**config.mk**
```make
export PLATFORM = sky130hd
export DESIGN_NAME = tts_regbank
export DESIGN_NICKNAME = d
export VERILOG_FILES = /design/src/pkg/tts_pkg.sv /design/src/hw/tts_regbank.sv
export SDC_FILE = /design/constraint.sdc
export NUM_CORES = 1
export LEC_CHECK = 0
export ABC_AREA = 1
export BUFFER_PORTS_ARGS = -buffer_cell sky130_fd_sc_hd__buf_4
export CORE_MARGIN = 10
export CORE_UTILIZATION = 30
export CTS_CLUSTER_DIAMETER = 120
export DETAILED_ROUTE_END_ITERATION = 8
export PLACE_DENSITY = 0.53
export SLEW_MARGIN = 20
export SYNTH_ARGS = -nofsm -noshare
export SYNTH_HDL_FRONTEND = slang
export SYNTH_SLANG_ARGS = --single-unit
export TNS_END_PERCENT = 1
```
**constraint.sdc**
```tcl
create_clock -name mclk -period 7.2 [get_ports mclk]
set_clock_uncertainty 0.2 [all_clocks]
set_input_delay 0.72 -clock mclk [delete_from_list [all_inputs] [get_ports mclk]]
set_output_delay 0.72 -clock mclk [all_outputs]
set_load 0.02 [all_outputs]
```
**src/pkg/tts_pkg.sv**
```systemverilog
// constants and types for the temperature sensor register bank
package tts_pkg;
    // -------------------------------------------------------------
    // register pointers
    // -------------------------------------------------------------
    localparam logic [7:0] PTR_TEMP   = 8'h00;
    localparam logic [7:0] PTR_CTRL   = 8'h01;
    localparam logic [7:0] PTR_UPPER  = 8'h02;
    localparam logic [7:0] PTR_LOWER  = 8'h03;
    localparam logic [7:0] PTR_TEST_A = 8'h04;
    localparam logic [7:0] PTR_TEST_B = 8'h05;
    localparam logic [7:0] PTR_ADDR   = 8'h06;
    // -------------------------------------------------------------
    // reset values
    // -------------------------------------------------------------
    localparam logic [7:0] PTR_RST  = 8'h00;
    localparam logic [7:0] CTRL_RST = 8'h00;
    localparam logic [5:0] ADDR_DFLT = 6'h24;
    // -------------------------------------------------------------
    // control fields
    // -------------------------------------------------------------
    localparam int CTL_LOWBAT  = 7;
    localparam int CTL_CLRALM  = 6;
    localparam int CTL_RAW     = 5;
    localparam int CTL_CNT_HI  = 4;
    localparam int CTL_CNT_LO  = 3;
    localparam int CTL_INV     = 2;
    localparam int CTL_INTMODE = 1;
    localparam int CTL_STBY    = 0;
    // -------------------------------------------------------------
    // temperature word fields
    // -------------------------------------------------------------
    localparam int TW_FRESH  = 15;
    localparam int TW_LOWBAT = 14;
    localparam int TW_HYST   = 13;
    localparam int TW_HIGH   = 12;
    localparam int TW_LOW    = 11;
    // -------------------------------------------------------------
    // nonvolatile fields
    // -------------------------------------------------------------
    localparam int NV8_LOCK    = 0;
    localparam int NV9_ADDRLCK = 1;
    // -------------------------------------------------------------
    // timing
    // -------------------------------------------------------------
    localparam int CLK_HZ      = 50_000_000;
    localparam int UPDATE_MS   = 250;
    localparam int UPDATE_CYC  = CLK_HZ / 1000 * UPDATE_MS;
    localparam int DIV_W       = 24;
    typedef enum logic {TTS_SEEK_HIGH = 1'b0, TTS_SEEK_LOW = 1'b1} tts_seek_t;
endpackage

```
**src/hw/tts_regbank.sv**
```systemverilog
// register bank, limit compare and alarm logic of the sensor
//
// How it works
// new result sets bit 15; reading the temperature word clears it
// bit 14 shows supply below the selected threshold
// bit 13 sets at or above upper, clears at or below lower
// bit 12 is temperature at or above upper limit
// bit 11 is temperature at or below lower limit
// bits 10:0 hold signed temperature, 0.125 degree per step
// raw select presents the uncalibrated 12-bit code instead
// control bit 7 picks supply-low threshold, 0 is 2.4V, 1 is 2.2V
// control bit 6 forces flags 13:11 and alarm pin inactive
// control bits 4:3 set consecutive conversions before pin change
// field maps to 1,2,4,8; an in-limit conversion zeroes the count
// result updates every quarter second and drives the counting
// control bit 2 sets alarm pin polarity
// polarity 0: pin low when active, high when idle; 1 inverts
// control bit 1: 0 comparator mode, 1 interrupt mode
// interrupt mode: any read clears it; next fires on opposite limit
// control bit 0 selects standby
// limits use the 11-bit signed format, upper bits read zero
// limits load from nonvolatile bytes at power-on or chip enable
// pointer and control reset to 00h, shadow bytes copied
// lock bit in byte eight rejects further programming
// bus address uses byte nine when address-locked, else 100100
// address readback shows byte nine bits 7:2 and lock bit
// host leaves test registers 04h and 05h alone
// writes to read-only registers are ignored
`timescale 1ns/100ps
module tts_regbank #(
    parameter int UPDATE_CYCLES = tts_pkg::UPDATE_CYC
) (
    input  wire logic        mclk,
    input  wire logic        arst_n,
    input  wire logic        chip_enable,
    input  wire logic        address_select_pin,
    input  wire logic        vdd_below_2v4,
    input  wire logic        vdd_below_2v2,
    input  wire logic [10:0] sensor_temp,
    input  wire logic [11:0] raw_sensor_code,
    input  wire logic [7:0]  nvm_byte_six,
    input  wire logic [7:0]  nvm_byte_seven,
    input  wire logic [7:0]  nvm_byte_eight,
    input  wire logic [7:0]  nvm_byte_nine,
    input  wire logic        nvm_prog_req,
    output logic             nvm_prog_grant,
    input  wire logic        reg_ptr_wr,
    input  wire logic [7:0]  reg_ptr_in,
    input  wire logic        reg_wr,
    input  wire logic [15:0] reg_wdata,
    input  wire logic        reg_rd,
    output logic [15:0]      reg_rdata,
    output logic [6:0]       bus_address,
    output logic             alarm_o,
    output logic             alarm_oe
);
    // -------------------------------------------------------------
    // state
    // -------------------------------------------------------------
    typedef struct packed {
        logic [1:0]          cs_s;
        logic [1:0]          a0_s;
        logic [1:0]          b24_s;
        logic [1:0]          b22_s;
        logic                cs_d;
        logic                load_pend;
        logic [7:0]          ptr;
        logic [7:0]          ctrl;
        logic [10:0]         up;
        logic [10:0]         lo;
        logic [7:0]          test_a;
        logic [7:0]          test_b;
        logic [7:0]          nvm9;
        logic [10:0]         temp;
        logic [11:0]         raw;
        logic                fresh;
        logic                hyst;
        logic                high;
        logic                low;
        logic [3:0]          cnt;
        logic                os;
        logic                irq;
        tts_pkg::tts_seek_t  seek;
        logic [tts_pkg::DIV_W-1:0] div;
        logic [15:0]         rdata;
        logic [6:0]          addr;
    } tts_state_t;

    tts_state_t st_r;
    tts_state_t st_nxt;
    logic [1:0] rst_q;
    logic       rst_n;
    logic       tick;
    logic       lowbat;
    logic       active;
    logic [15:0] temp_word;
    logic [3:0] need;

    // -------------------------------------------------------------
    // reset release
    // -------------------------------------------------------------
    always_ff @(posedge mclk or negedge arst_n) begin
        if (!arst_n) begin
            rst_q <= 2'h0;
        end else begin
            rst_q <= {rst_q[0], 1'b1};
        end
    end
    assign rst_n = rst_q[1];

    // -------------------------------------------------------------
    // derived values
    // -------------------------------------------------------------
    assign tick = (st_r.div == tts_pkg::DIV_W'(UPDATE_CYCLES - 1))
                  && !st_r.ctrl[tts_pkg::CTL_STBY];
    assign lowbat = st_r.ctrl[tts_pkg::CTL_LOWBAT] ? st_r.b22_s[1]
                                                  : st_r.b24_s[1];
    assign need = 4'h1 << st_r.ctrl[tts_pkg::CTL_CNT_HI:tts_pkg::CTL_CNT_LO];
    assign temp_word = st_r.ctrl[tts_pkg::CTL_RAW] ? {4'h0, st_r.raw}
        : {st_r.fresh, lowbat, st_r.hyst, st_r.high, st_r.low,
           st_r.temp};
    assign active = st_r.ctrl[tts_pkg::CTL_INTMODE] ? st_r.irq
                                                   : st_r.os;
    // open drain: enable pulls the pin low
    assign alarm_o  = 1'b0;
    assign alarm_oe = st_r.ctrl[tts_pkg::CTL_INV] ? ~active
                                                 : active;
    assign nvm_prog_grant = nvm_prog_req
                            && !nvm_byte_eight[tts_pkg::NV8_LOCK];
    assign reg_rdata   = st_r.rdata;
    assign bus_address = st_r.addr;

    // -------------------------------------------------------------
    // next state
    // -------------------------------------------------------------
    always_comb begin
        logic       hi;
        logic       lw;
        logic       hit;
        logic       look;
        logic [3:0] cnt1;
        hi = 1'b0;
        lw = 1'b0;
        hit = 1'b0;
        look = 1'b0;
        cnt1 = 4'h0;
        st_nxt = st_r;
        st_nxt.cs_s  = {st_r.cs_s[0], chip_enable};
        st_nxt.a0_s  = {st_r.a0_s[0], address_select_pin};
        st_nxt.b24_s = {st_r.b24_s[0], vdd_below_2v4};
        st_nxt.b22_s = {st_r.b22_s[0], vdd_below_2v2};
        st_nxt.cs_d  = st_r.cs_s[1];
        st_nxt.addr  = {st_r.nvm9[tts_pkg::NV9_ADDRLCK] ? st_r.nvm9[7:2]
                        : tts_pkg::ADDR_DFLT, st_r.a0_s[1]};
        st_nxt.div = tick ? '0 : st_r.div + 1'b1;
        if (st_r.ctrl[tts_pkg::CTL_STBY]) begin
            st_nxt.div = '0;
        end
        // host access
        if (reg_ptr_wr) begin
            st_nxt.ptr = reg_ptr_in;
        end
        if (reg_wr) begin
            case (st_r.ptr)
                tts_pkg::PTR_CTRL:   st_nxt.ctrl = reg_wdata[7:0];
                tts_pkg::PTR_UPPER:  st_nxt.up = reg_wdata[10:0];
                tts_pkg::PTR_LOWER:  st_nxt.lo = reg_wdata[10:0];
                tts_pkg::PTR_TEST_A: st_nxt.test_a = reg_wdata[7:0];
                tts_pkg::PTR_TEST_B: st_nxt.test_b = reg_wdata[7:0];
                default: ;
            endcase
        end
        if (reg_rd) begin
            case (st_r.ptr)
                tts_pkg::PTR_TEMP:   st_nxt.rdata = temp_word;
                tts_pkg::PTR_CTRL:   st_nxt.rdata = {8'h00, st_r.ctrl};
                tts_pkg::PTR_UPPER:  st_nxt.rdata = {5'h00, st_r.up};
                tts_pkg::PTR_LOWER:  st_nxt.rdata = {5'h00, st_r.lo};
                tts_pkg::PTR_TEST_A: st_nxt.rdata = {8'h00, st_r.test_a};
                tts_pkg::PTR_TEST_B: st_nxt.rdata = {8'h00, st_r.test_b};
                tts_pkg::PTR_ADDR:   st_nxt.rdata = {8'h00, st_r.nvm9[7:2],
                    st_r.nvm9[tts_pkg::NV9_ADDRLCK], 1'b0};
                default:             st_nxt.rdata = 16'h0000;
            endcase
            if (st_r.ptr == tts_pkg::PTR_TEMP) begin
                st_nxt.fresh = 1'b0;
            end
            if (st_r.ctrl[tts_pkg::CTL_INTMODE]) begin
                st_nxt.irq = 1'b0;
            end
        end
        if (st_r.ctrl[tts_pkg::CTL_STBY]
            && st_r.ctrl[tts_pkg::CTL_INTMODE]) begin
            st_nxt.irq = 1'b0;
        end
        // conversion update
        if (tick) begin
            st_nxt.temp  = sensor_temp;
            st_nxt.raw   = raw_sensor_code;
            st_nxt.fresh = 1'b1;
            hi = $signed(sensor_temp) >= $signed(st_r.up);
            lw = $signed(sensor_temp) <= $signed(st_r.lo);
            st_nxt.high = hi;
            st_nxt.low  = lw;
            if (hi) begin
                st_nxt.hyst = 1'b1;
            end else if (lw) begin
                st_nxt.hyst = 1'b0;
            end
            look = st_r.ctrl[tts_pkg::CTL_INTMODE] ? st_r.seek : st_r.os;
            hit  = look ? lw : hi;
            cnt1 = st_r.cnt + 4'h1;
            if (!hit) begin
                st_nxt.cnt = 4'h0;
            end else if (cnt1 >= need) begin
                st_nxt.cnt = 4'h0;
                if (st_r.ctrl[tts_pkg::CTL_INTMODE]) begin
                    st_nxt.irq = 1'b1;
                    st_nxt.seek = look ? tts_pkg::TTS_SEEK_HIGH
                                       : tts_pkg::TTS_SEEK_LOW;
                end else begin
                    st_nxt.os = ~st_r.os;
                end
            end else begin
                st_nxt.cnt = cnt1;
            end
        end
        if (st_r.ctrl[tts_pkg::CTL_CLRALM]) begin
            st_nxt.hyst = 1'b0;
            st_nxt.high = 1'b0;
            st_nxt.low  = 1'b0;
            st_nxt.os   = 1'b0;
            st_nxt.irq  = 1'b0;
            st_nxt.cnt  = 4'h0;
            st_nxt.seek = tts_pkg::TTS_SEEK_HIGH;
        end
        // defaults from nonvolatile bytes
        if (st_r.cs_s[1] && !st_r.cs_d) begin
            st_nxt.load_pend = 1'b1;
        end
        if (st_r.load_pend && st_r.cs_s[1]) begin
            st_nxt.load_pend = 1'b0;
            st_nxt.ptr  = tts_pkg::PTR_RST;
            st_nxt.ctrl = tts_pkg::CTRL_RST;
            st_nxt.nvm9 = nvm_byte_nine;
            st_nxt.lo = {nvm_byte_eight[7:5], nvm_byte_six};
            st_nxt.up = {nvm_byte_eight[4:2], nvm_byte_seven};
            st_nxt.os = 1'b0;
            st_nxt.irq = 1'b0;
            st_nxt.cnt = 4'h0;
            st_nxt.seek = tts_pkg::TTS_SEEK_HIGH;
        end
    end

    always_ff @(posedge mclk or negedge rst_n) begin
        if (!rst_n) begin
            st_r <= '0;
            st_r.load_pend <= 1'b1;
        end else begin
            st_r <= st_nxt;
        end
    end

    // -------------------------------------------------------------
    // checks
    // -------------------------------------------------------------
    property p_fresh_set;
        @(posedge mclk) disable iff (!rst_n)
        tick && !st_r.ctrl[tts_pkg::CTL_CLRALM] |=> st_r.fresh;
    endproperty
    a_fresh_set: assert property (p_fresh_set)
        else $error("fresh flag not set by update");

    property p_fresh_clr;
        @(posedge mclk) disable iff (!rst_n)
        reg_rd && st_r.ptr == tts_pkg::PTR_TEMP && !tick
        && !st_r.ctrl[tts_pkg::CTL_RAW]
        |=> !st_r.fresh ##1 (!st_r.fresh || $past(tick));
    endproperty
    a_fresh_clr: assert property (p_fresh_clr)
        else $error("fresh flag not cleared by read");

    property p_high;
        @(posedge mclk) disable iff (!rst_n)
        tick && !st_r.ctrl[tts_pkg::CTL_CLRALM] |=> st_r.high ==
        ($signed($past(sensor_temp)) >= $signed($past(st_r.up)));
    endproperty
    a_high: assert property (p_high)
        else $error("high flag wrong after update");

    property p_low;
        @(posedge mclk) disable iff (!rst_n)
        tick && !st_r.ctrl[tts_pkg::CTL_CLRALM] |=> st_r.low ==
        ($signed($past(sensor_temp)) <= $signed($past(st_r.lo)));
    endproperty
    a_low: assert property (p_low)
        else $error("low flag wrong after update");

    property p_clear_alarm;
        @(posedge mclk) disable iff (!rst_n)
        st_r.ctrl[tts_pkg::CTL_CLRALM] ##1 st_r.ctrl[tts_pkg::CTL_CLRALM]
        |-> !st_r.hyst && !alarm_oe == !st_r.ctrl[tts_pkg::CTL_INV];
    endproperty
    a_clear_alarm: assert property (p_clear_alarm)
        else $error("alarm not forced inactive");

    property p_standby;
        @(posedge mclk) disable iff (!rst_n)
        st_r.ctrl[tts_pkg::CTL_STBY] |=> $stable(st_r.temp);
    endproperty
    a_standby: assert property (p_standby)
        else $error("result changed in standby");

    property p_lock;
        @(posedge mclk) disable iff (!rst_n)
        nvm_byte_eight[tts_pkg::NV8_LOCK] |-> !nvm_prog_grant;
    endproperty
    a_lock: assert property (p_lock)
        else $error("programming granted while locked");

    property p_ro_write;
        @(posedge mclk) disable iff (!rst_n)
        reg_wr && st_r.ptr == tts_pkg::PTR_TEMP && !tick
        |=> $stable(st_r.temp);
    endproperty
    a_ro_write: assert property (p_ro_write)
        else $error("read-only register changed by write");

    property p_irq_read;
        @(posedge mclk) disable iff (!rst_n)
        reg_rd && st_r.ctrl[tts_pkg::CTL_INTMODE] && !tick |=> !st_r.irq;
    endproperty
    a_irq_read: assert property (p_irq_read)
        else $error("interrupt not cleared by read");
endmodule

```
======== Word level (Yosys, flattened, before mapping) ========
Index checks and enable logic that the tools add are counted.
Widths: inputs -> output; s select.
word-level totals
  output and inout bits ................... 26
  bits in registers ....................... 155
  word-level logic and storage cells ...... 111
  bits of input ports ..................... 89
cells by class
  muxes and demuxes ....................... 36
  shift-type cells ........................ 1
  equality and inequality tests ........... 8
  reduce and logical (&&, ||, !) cells .... 32
  $lt $le $gt $ge ......................... 3
  add/subtract/negate cells ............... 2
  bitwise logic cells ..................... 2
operators with widths
  kind                   count
  $pmux 16 s7            1
  $mux 24                2
  $mux 46                1
  $mux 39                1
  $mux 11                3
  $mux 8                 4
  $add 24x1->24 const B  1
  $eq 24x24->1 const B   1
  $eq 8x3->1 const B     3
  $reduce_bool 2->1      9
  $eq 8x2->1 const B     2
  $mux 16                1
  $mux 1                 15
  $reduce_bool 3->1      5
  $reduce_and 2->1       7
  $ge 11x11->1           1
  $le 11x11->1           1
  $mux 10                1
  $eq 8x1->1 const B     1
  $logic_not 8->1        1
  $mux 4                 2
  $reduce_and 4->1       2
  $mux 7                 1
  $mux 3                 2
  9 further kinds        16

======== Depth between registers and ports, before layout ========
Gate-level depths: netlist of the first run.
  word-level depth ........................ 9
  gate-level depth with buffers ........... 17
  gate-level depth less buffers ........... 17

======== Worst setup path after synthesis of the first run ========
No wires, ideal clock.
  path type ............................... input to register
  start ................................... input sensor_temp[10]
  end ..................................... register st_r[47] (netlist name)
  path slack .............................. 4.866 ns
  setup time .............................. 0.119 ns
  path buffers ............................ 0
  stages .................................. 13
  required time ........................... 6.881 ns
  data arrival time ....................... 2.015 ns
  cells stage by stage .................... ha_1 -> nand2_1 -> nor2_1 -> and2_1 -> nand2_1 -> nand3_1 -> nand2_1 -> nand3_1 -> nor2_1 -> nor2_2 -> nand3_1 -> nand2_1 -> nor2_1
between the ends
  cells in the longest elaborated chain, start to end .. 4
  elaborated cells on any way between the ends .. 5
  those cells by class .................... order compare: 2; mux: 1; reduce/logical: 2
RTL lines
  element                                              line                                    RTL
  from (decl)                                          tts_regbank.sv:39                       input wire logic [10:0] sensor_temp,
  $ge 11x11->1 / $le 11x11->1 (equally long branches)  tts_regbank.sv:201, tts_regbank.sv:202
  $mux 1 (*)                                           tts_regbank.sv:211                      hit = look ? lw : hi;
  $reduce_bool 3->1 (no source line) (*)               n/a
  $reduce_and 4->1 (no source line) (*)                n/a
  to (signal assigned)                                 tts_regbank.sv:260                      st_r <= st_nxt;
  to (decl)                                            tts_regbank.sv:89                       tts_state_t st_r;
Mark *: on every way between the ends. The rest lies on a longest branch, timed or not.
A chain may end at the register's enable or synchronous reset.

======== Final worst setup path of the first run ========
  start ................................... register st_r[132] (netlist name)
  end ..................................... register st_r, in the netlist reg_rdata[2]
between the ends
  cells in the longest elaborated chain, start to end .. 2
RTL lines
  element      line                RTL
  $mux 16      tts_regbank.sv:119  assign temp_word = st_r.ctrl[tts_pkg::CTL_RAW] ? {4'h0, st_r.raw}
  $pmux 16 s7  tts_regbank.sv:174  case (st_r.ptr)
No other way between the ends.

==> results of run 1 <==
==> critical path, delay by kind of cell, from the launching register on <==
| family | cells | cell delay (ns) |
|---|---|---|
| compound gates | 2 | 0.47 |
| buf+inv | 1 | 0.62 |
| flops | 1 | 0.70 |
| simple gates | 4 | 0.53 |
==> power by group through the flow <==
stage	Clock, mW	Sequential [mW]	Combinational [mW]
finish	0.909	1.16	0.649
detailed placement	0	1.18	0.654
global route	0.963	1.19	0.743
global placement	0	1.17	0.646
CTS	0.930	1.17	0.657
floorplan	0	1.15	0.470
==> how the worst min path moves through the flow <==
stage,start,endpoint,slack [ns],cells after the start
floorplan,st_nxt[0],bus_address[0],0.13,0
global placement,st_nxt[0],bus_address[0],0.13,0
detailed placement,rst_q[1],bus_address[1],0.14,0
CTS,rst_q[1],st_r[86],0.14,0
global route,rst_q[0],rst_q[1],0.17,0
finish,rst_q[1],bus_address[2],0.11,0
==> layer usage <==
layer | GRT usage [%] | vias to the layer above
li1 | - | 3213
met1 | 18.7 | 2983
met2 | 21.0 | 141
met3 | 2.58 | 22
met4 | 4.56 | 0
met5 | 0 | -
==> stage by stage <==
stage | instances | area (um^2) | worst slack [ns] | util [%] | hold slack, ns
2_1_floorplan | 941 | 7790 | 2.39 | - | 0.131
3_3_place_gp | 1336 | 8760 | 4.42 | 34.5 | 0.132
3_5_place_dp | 1336 | 8760 | 4.42 | 34.5 | 0.137
4_1_cts | 1369 | 9360 | 4.59 | 36.9 | 0.141
5_1_grt | 1369 | 9360 | 4.41 | 36.9 | 0.165
6_report | 1369 | 9360 | 4.57 | 36.9 | 0.109
==> logic make-up after synthesis <==
logic type,Yosys count
multiplexers,1
adder cells (fa/ha/maj),28
flip-flops,154
AO/OA/AOI/OAI,170
XOR/XNOR,8
AND/OR/NAND/NOR,419
other,2
buffers and inverters,159
==> cells in the final DEF, fill, tap and decap left out, types with 21 or more instances in the layout <==
cell type,instances
nand2_1,219
dfrtp_1,152
nor2_1,116
buf_4,111
inv_1,101
a21oi_1,52
o21ai_0,52
nand3_1,29
ha_1,28
o21ai_1,21
==> layout make-up <==
type                       count  share of cell area, %
clock buffer                  18                   4.58
clock inverter                14                   1.72
inverter                     113                   4.53
multi-input combinational    628                   34.5
sequential                   154                   41.2
tap                          330                   4.41
timing repair buffer         112                   9.01
==> flip-flops by register name (all words and copies together), names as in the netlist <==
signal and flops:
bus_address 7, reg_rdata 16, rst_q 2, st_nxt 6
st_r 123
==> run_results.csv, run 1 <==
group,metric,value,unit
cells_and_area,area_delta_synth_final,20.2,%
clock_network,insertion_delay,0.43,ns
clock_network,cts_resized,0,
synth,synthFlopType,"dfrtp_1",
synth,synth_fa_ha_area_share,4.50,%
setup_path,arrival,2.75,ns
cells_and_area,nets,1143,
power,power_density,291,nW/um^2
placed_design,dpl.hpwl,17.0,mm
routing,drt_iter0_drc,413,
sta,fmax,381,MHz
power,pwr-share-seq,42.8,%
synth,yosysTopAreaCell,"dfrtp_1",
cells_and_area,n_fill_cell,2676,
floorplanning,core_area,25400,um^2
synth,synth_top_family_by_area,"simple AND/OR/NAND/NOR gates",
routing,highest_layer,"met4",
synth,synthTopCellsByCount,"219 x nand2_1, 153 x dfrtp_1, 116 x nor2_1",
routing,drt_first_pass_iters,5,
setup_path,reg2regPathDepth,7,
clock_network,cts_tree,"done",
sta,finalCriticalPeriod,2.63,ns
synth,syn-num-nets,1058,
clock_network,cts.path.max_buffers,2,
floorplanning,start_util,30.7,%
synth,synth_cell_types,52,
synth,synthCells,941,
synth,yosys-top-cells-area,"dfrtp_1 49%, nand2_1 11%, nor2_1 5.6%",
setup_path,cp.required,7.32,ns
run,cap_violations,0,
sta,timing.final.crit_share,36.5,%
sta,worstMarginPinSlew,0.752,ns
worst_hold_path,hold_class,"register to async pin",
global_routing,grt_use_total,13.6,%
clock_network,numCtsBuffers,17,
setup_path,r2r-start,"st_r[132]",
setup_path,reg2reg_to,"reg_rdata[2]",
floorplanning,die_w,181,um
clock_network,cts_setup_buffers,0,
synth,synthSimpleGateAreaFrac,23.4,%
routing,ant_nets,0,
placed_design,gp_congestion,0.851,
clock_network,cts_sinks,154,
synth,muxShareOfSynthArea,0.128,%
synth,async_flop_share,100,%
power,power.internal,1.80,mW
sta,finalMaxSlewViolations,0,
synth,synth_area,7790,um^2
global_routing,grt_pass1_vias,6351,
power,power.total,2.72,mW
setup_path,critPathMaxStageDelay,0.70,ns
setup_path,crit_slowest_cell,"dfrtp_1",
floorplanning,die_y,181,um
cells_and_area,multi_input_area,3230,um^2
placed_design,port_buffers,106,
power,leakagePower,4.61,nW
setup_path,crit_chain,"clkinv_1 -> nand2_1 -> a21oi_1 -> a221oi_1 -> nand3_1 -> nand2_1 -> nand2_1",
sta,rsz0062_at_grt,"false",
outcome,status,"finished clean",
floorplanning,rows,58,
power,p_sw_share,33.8,%
power,p_comb_share,23.8,%
synth,ys_ff_latch,154,
global_routing,grt_max_degree,58,
clock_network,clk_pin_slew,0.07,ns
power,p_clk_share,33.4,%
routing,vias,6359,
setup_path,start_kind,"register",
synth,avgSynthCellArea,8.28,um^2
setup_path,critical_path_class,"register to register",
cells_and_area,register_area,3860,um^2
synth,yosys_warnings,0,
clock_network,htree_levels,4,
setup_path,end_kind,"register",
routing,viasPerCell,4.64,
cells_and_area,layout-drive-gt1-share,17.2,%
sta,finalSetupTns,0,ns
routing,met2WireLength,10.2,mm
power,ir_drop,0.137,mV
sta,relSlewSlack,49.9,%
setup_path,r2r_setup_slack,4.57,ns
routing,wl_met1,10.8,mm
clock_network,postCtsHoldBufs,1,
synth,netlist.area_leader.share,49.1,%
sta,setup_viol,0,
global_routing,antenna_found_initial,0,
synth,synth_xor_area_share,0.899,%
floorplanning,ios,115,
sta,hold_viol_final,0,
routing,dr_wl_met3,987,um
setup_path,crit_end,"reg_rdata[2]",
routing,routed_wl,22.4,mm
synth,synth_compound_area_share,12.4,%
global_routing,grt_pass1_wl,35.8,mm
power,switching_power,920,uW
synth,synth_edf_count,0,
setup_path,cp_max_fo,17,
routing,wl_per_cell,16.4,um
synth,yosysMostFrequentCell,"nand2_1",
routing,drc,0,
clock_network,clockRootBuffer,"clkbuf_16",
cells_and_area,n_antenna_cell,0,
floorplanning,design.die.area,32800,um^2
setup_path,critPathLaunch,"st_r[132]",
synth,ys_seq_area_share,49.5,%
setup_path,cp_common_cell,"nand2_1",
global_routing,grt_overflow,0,
No activity file was read; power rests on OpenSTA's default activity.
==> inputs of run 2 (changes only) <==
PLACE_DENSITY = 0.55   (was 0.53)
clock period = 2.3 ns   (was 7.2 ns; I/O delays follow)
==> run_results.csv, run 2 (synthesis results as in run 1) <==
group,metric,value,unit
routing,wl_met1,10.9,mm
sta,hold_viol_final,0,
global_routing,grt_max_degree,62,
sta,relSlewSlack,62.9,%
routing,ant_nets,0,
sta,holdWs,0.0435,ns
setup_path,arrival,2.32,ns
floorplanning,die_y,181,um
setup_path,crit_slowest_cell,"dlygate4sd3_1",
cells_and_area,area_delta_synth_final,35.4,%
cells_and_area,regMostFlops,"st_r",
cells_and_area,largest_register_ffs,123,
clock_network,cts_tree,"done",
setup_path,critical_path_class,"input port to register",
setup_path,critPathLaunch,"sensor_temp[3]",
global_routing,grt_use_total,14.4,%
global_routing,grt_pass1_wl,38.2,mm
setup_path,r2r_setup_slack,0.16,ns
clock_network,clk_pin_slew,0.06,ns
setup_path,reg2reg_to,"st_r[41]",
routing,drt_first_pass_iters,5,
clock_network,numCtsBuffers,17,
setup_path,cp_max_fo,6,
sta,rsz0062_at_grt,"true",
outcome,status,"finished clean",
cells_and_area,nets,1254,
setup_path,crit_cells,14,
routing,dr_wl_met3,1.16,mm
setup_path,r2r-start,"st_r[23]",
routing,vias,6887,
setup_path,crit_chain,"dlygate4sd3_1 -> buf_4 -> ha_1 -> nand2_1 -> nor2_1 -> and2_4 -> nand2_1 -> nand3_1 -> nand2_1 -> nand4_1 -> nand2_2 -> nor2_4 -> nand2_1 -> o21ai_1",
placed_design,place_ws,0.0478,ns
run,cap_violations,0,
routing,routed_wl,23.6,mm
cells_and_area,n_fill_cell,2585,
setup_path,crit_end,"st_r[50]",
power,p_comb_share,26.7,%
power,p_clk_share,32.3,%
clock_network,cts.path.max_buffers,2,
routing,wl_per_cell,16.0,um
sta,worstMarginPinSlew,0.555,ns
placed_design,dpl.hpwl,17.7,mm
floorplanning,core_area,25400,um^2
setup_path,critPathMaxStageDelay,0.55,ns
power,switching_power,2.94,mW
clock_network,clockRootBuffer,"clkbuf_16",
sta,finalCriticalPeriod,2.17,ns
cells_and_area,layout-drive-gt1-share,19.6,%
setup_path,end_kind,"register",
sta,timing.final.crit_share,94.6,%
global_routing,grt_overflow,0,
setup_path,start_kind,"input port",
setup_path,path_delay_family,"simple AND/OR/NAND/NOR gates",
cells_and_area,utilization,41.5,%
floorplanning,ios,115,
sta,setup_viol,0,
clock_network,insertion_delay,0.43,ns
sta,finalMaxSlewViolations,0,
global_routing,grt_pass1_vias,6961,
routing,drt_iter0_drc,571,
floorplanning,die_w,181,um
floorplanning,start_util,30.7,%
worst_hold_path,hold_class,"register to async pin",
cells_and_area,final_common_cell,"nand2_1",
power,ir_drop,0.373,mV
setup_path,path_buf_inv,2,
placed_design,gp_congestion,0.879,
routing,met2WireLength,11.0,mm
routing,viasPerCell,4.66,
global_routing,antenna_found_initial,0,
setup_path,reg2regPathDepth,12,
power,leakagePower,5.10,nW
cells_and_area,final_cell_mix,"217 x nand2_1, 151 x dfrtp_1, 134 x buf_4, 111 x nor2_1, 101 x inv_1",
routing,drc,0,
clock_network,cts_sinks,154,
placed_design,port_buffers,106,
cells_and_area,n_antenna_cell,0,
routing,highest_layer,"met4",
setup_path,cp.required,2.45,ns
power,pwr-share-seq,41.0,%
clock_network,htree_levels,4,
floorplanning,rows,58,
power,power.internal,5.90,mW
cells_and_area,finish.instance_area,10600,um^2
power,power_density,837,nW/um^2
sta,fmax,460,MHz
floorplanning,design.die.area,32800,um^2
sta,fin_ws,0.125,ns
placed_design,dpl_cell_area,8990,um^2
setup_path,cp_common_cell,"nand2_1",
power,p_sw_share,33.2,%
run 2: layer usage:
metal  track usage [%]  vias up
li1                  -     3432
met1              19.4     3264
met2              22.5      160
met3              2.72       31
met4              5.08        0
met5                 0        -
run 2: worst register-to-register path, delay by kind of cell, from the launching register on:
family                     cells  cell delay [ns]
and+or+nand+nor                8             1.04
DFF                            1             0.37
adders and majority gates      1             0.20
AOI/OAI and AO/OA              2             0.18
buffers and inverters          1             0.05
run 2: timing repair:
| item | 4_1_cts | 5_1_grt |
|---|---|---|
| endpoints found under the setup margin | 0 | 16 |
| setup buffers | 0 | 1 |
| gates resized for setup | 0 | 22 |
| hold buffers | 86 | 0 |
| hold endpoints to repair | 90 | 0 |
run 2: how the worst min path moves through the flow:
stage                     startpoint        endpoint  slack [ns]  cells past startpoint
final                       rst_q[1]  bus_address[5]        0.04                      0
after global routing        rst_q[1]  bus_address[5]        0.08                      0
after CTS                     reg_wr       st_r[134]        0.02                      4
after floorplan               arst_n        rst_q[0]       -0.27                      0
after global placement        arst_n        rst_q[0]       -0.19                      1
after detailed placement      arst_n        rst_q[0]       -0.18                      1
run 2: layout make-up:
class                      instances  area (um^2)  area share, %
timing repair buffer             223         1930           18.3
multi-input combinational        628         3340           31.6
tap                              330          413           3.91
inverter                         113          424           4.02
sequential                       154         3860           36.6
clock buffer                      19          453           4.29
clock inverter                    12          138           1.30
run 2: power by group through the flow:
stage	registers, mW	clock network (mW)	logic (mW)
detailed placement	3.66	0	2.15
floorplan	3.58	0	1.47
CTS	3.62	2.90	2.29
global placement	3.66	0	2.12
finish	3.62	2.85	2.36
global route	3.69	3.03	2.69
run 2: per-stage QoR:
stage / instances / power [mW] / setup TNS (ns)
after floorplan: 941 / 5.05 / 0
after global placement: 1361 / 5.78 / 0
after detailed placement: 1361 / 5.81 / 0
after CTS: 1478 / 8.81 / 0
after global routing: 1479 / 9.41 / -0.178
final: 1479 / 8.83 / 0
==> inputs of run 3 (changes only) <==
clock period = 1.95 ns   (was 2.3 ns; I/O delays follow)
==> run_results.csv, run 3 (synthesis results as in run 1) <==
group,metric,value,unit
cells_and_area,register_area,3860,um^2
floorplanning,rows,58,
routing,routed_wl,25.3,mm
cells_and_area,n_fill_cell,2469,
power,p_clk_share,29.9,%
routing,drc,0,
sta,fmax,464,MHz
clock_network,numCtsBuffers,17,
setup_path,critical_path_class,"register to register",
global_routing,grt_pass1_vias,7431,
floorplanning,design.die.area,32800,um^2
cells_and_area,final_cell_mix,"224 x buf_4, 198 x nand2_1, 151 x dfrtp_1, 104 x nor2_1, 87 x dlygate4sd3_1",
floorplanning,die_y,181,um
sta,setup_viol,12,
sta,timing.final.crit_share,111,%
cells_and_area,largest_register_ffs,123,
clock_network,cts.path.max_buffers,2,
power,power_density,976,nW/um^2
floorplanning,core_area,25400,um^2
power,pwr-share-seq,36.9,%
cells_and_area,multi_input_area,3740,um^2
routing,wl_per_cell,16.0,um
cells_and_area,area_delta_synth_final,51.2,%
setup_path,r2r-start,"st_r[124]",
clock_network,clk_pin_slew,0.07,ns
placed_design,port_buffers,106,
clock_network,clockRootBuffer,"clkbuf_16",
setup_path,start_kind,"register",
setup_path,cp_max_fo,6,
global_routing,antenna_found_initial,0,
floorplanning,ios,115,
sta,rsz0062_at_grt,"true",
power,leakagePower,5.68,nW
power,p_sw_share,33.9,%
clock_network,htree_levels,4,
global_routing,grt_pass1_wl,40.1,mm
power,ir_drop,0.445,mV
sta,finalSetupTns,-1.25,ns
cells_and_area,n_antenna_cell,0,
power,power.total,11.5,mW
clock_network,cts_sinks,154,
sta,hold_viol_final,0,
sta,relSlewSlack,61.0,%
cells_and_area,regMostFlops,"st_r",
floorplanning,die_w,181,um
setup_path,arrival,2.26,ns
outcome,violations,"negative setup slack",
setup_path,r2r_setup_slack,-0.20,ns
placed_design,gp_congestion,0.892,
setup_path,reg2regPathDepth,12,
placed_design,dpl.hpwl,18.7,mm
cells_and_area,final_common_cell,"buf_4",
cells_and_area,nets,1354,
power,switching_power,3.90,mW
routing,ant_nets,0,
power,power.internal,7.60,mW
setup_path,cp.required,2.06,ns
global_routing,grt_overflow,0,
global_routing,grt_use_total,15.1,%
run,cap_violations,0,
setup_path,end_kind,"register",
floorplanning,start_util,30.7,%
clock_network,cts_tree,"done",
routing,drt_iter0_drc,557,
sta,fin_ws,-0.205,ns
sta,worstMarginPinSlew,0.579,ns
clock_network,insertion_delay,0.43,ns
sta,finalMaxSlewViolations,0,
sta,finalCriticalPeriod,2.15,ns
routing,viasPerCell,4.59,
global_routing,grt_max_degree,45,
power,p_comb_share,33.2,%
setup_path,reg2reg_to,"st_r[47]",
cells_and_area,layout-drive-gt1-share,32.2,%
routing,drt_first_pass_iters,5,
worst_hold_path,hold_class,"register to async pin",
outcome,status,"finished with violations",
routing,vias,7253,
-- run 3: cell types whose count changed in the layout (fill, tap and decap cells not counted), moves of 6 or more --
cell,delta
nor2_1,-7
inv_2,+16
buf_4,+90
nand3_1,-6
ha_4,+11
ha_1,-11
buf_6,+7
nand2_1,-19
nand2_2,+15
inv_1,-18
-- run 3: repair_timing --
action / 4_1_cts / 5_1_grt
setup buffers: 4 / 9
pin swaps: 27 / 36
endpoints found under the setup margin: 54 / 107
endpoints found under the hold margin: 94 / 0
hold buffers: 87 / 0
resized for setup: 42 / 82
-- run 3: power by group through the flow --
stage	Clock [mW]	Combinational, mW	Sequential (mW)
2_1_floorplan	0	1.73	4.23
3_3_place_gp	0	3.10	4.25
4_1_cts	3.51	3.42	4.22
6_report	3.44	3.82	4.24
5_1_grt	3.65	4.24	4.31
3_5_place_dp	0	3.13	4.27
-- run 3: worst max path at each step --
stage	startpoint	endpoint	slack (ns)	cells after the start
global placement	st_r[50]	st_r[49]	-0.19	12
finish	st_r[124]	st_r[47]	-0.20	12
detailed placement	st_r[50]	st_r[52]	-0.27	9
floorplan	st_r[50]	st_r[49]	-0.07	12
CTS	st_r[51]	st_r[49]	-0.11	11
global route	st_r[124]	st_r[47]	-0.25	12
-- run 3: layout make-up --
class	count	share of cell area, %
clock buffer	17	3.61
inverter	113	3.65
timing repair buffer	323	23.2
tap	330	3.51
clock inverter	15	1.51
multi-input combinational	628	31.8
sequential	154	32.8
-- run 3: stage by stage --
stage	util [%]	cell area [um^2]	hold WS (ns)	setup slack [ns]	instances
5_1_grt	46.4	11800	0.0651	-0.253	1580
3_3_place_gp	38.1	9670	-0.222	-0.194	1448
2_1_floorplan	-	7790	-0.301	-0.0676	941
4_1_cts	44.7	11400	0.0556	-0.115	1571
3_5_place_dp	38.1	9670	-0.221	-0.267	1448
6_report	46.4	11800	0.0320	-0.205	1580
-- run 3: per-layer routing --
layer  share of wire [%]  vias to the layer above  global-route usage (%)
li1                    -                     3629                       -
met1                  46                     3447                    20.0
met2                  47                      154                    24.4
met3                 4.3                       23                    2.84
met4                 2.0                        0                    4.62
met5                   0                        -                       0
-- run 3: worst max-delay path: stages (launching register included) --
cell and delay (ns):
dfrtp_1 0.39, inv_2 0.10, ha_4 0.21, nand2_1 0.08, a21oi_1 0.08, nor2_2 0.16
nand4_1 0.17, nand4_1 0.16, nand2_2 0.09, nor2_4 0.18, nand3_2 0.09, nand2_1 0.07
nor2_1 0.04
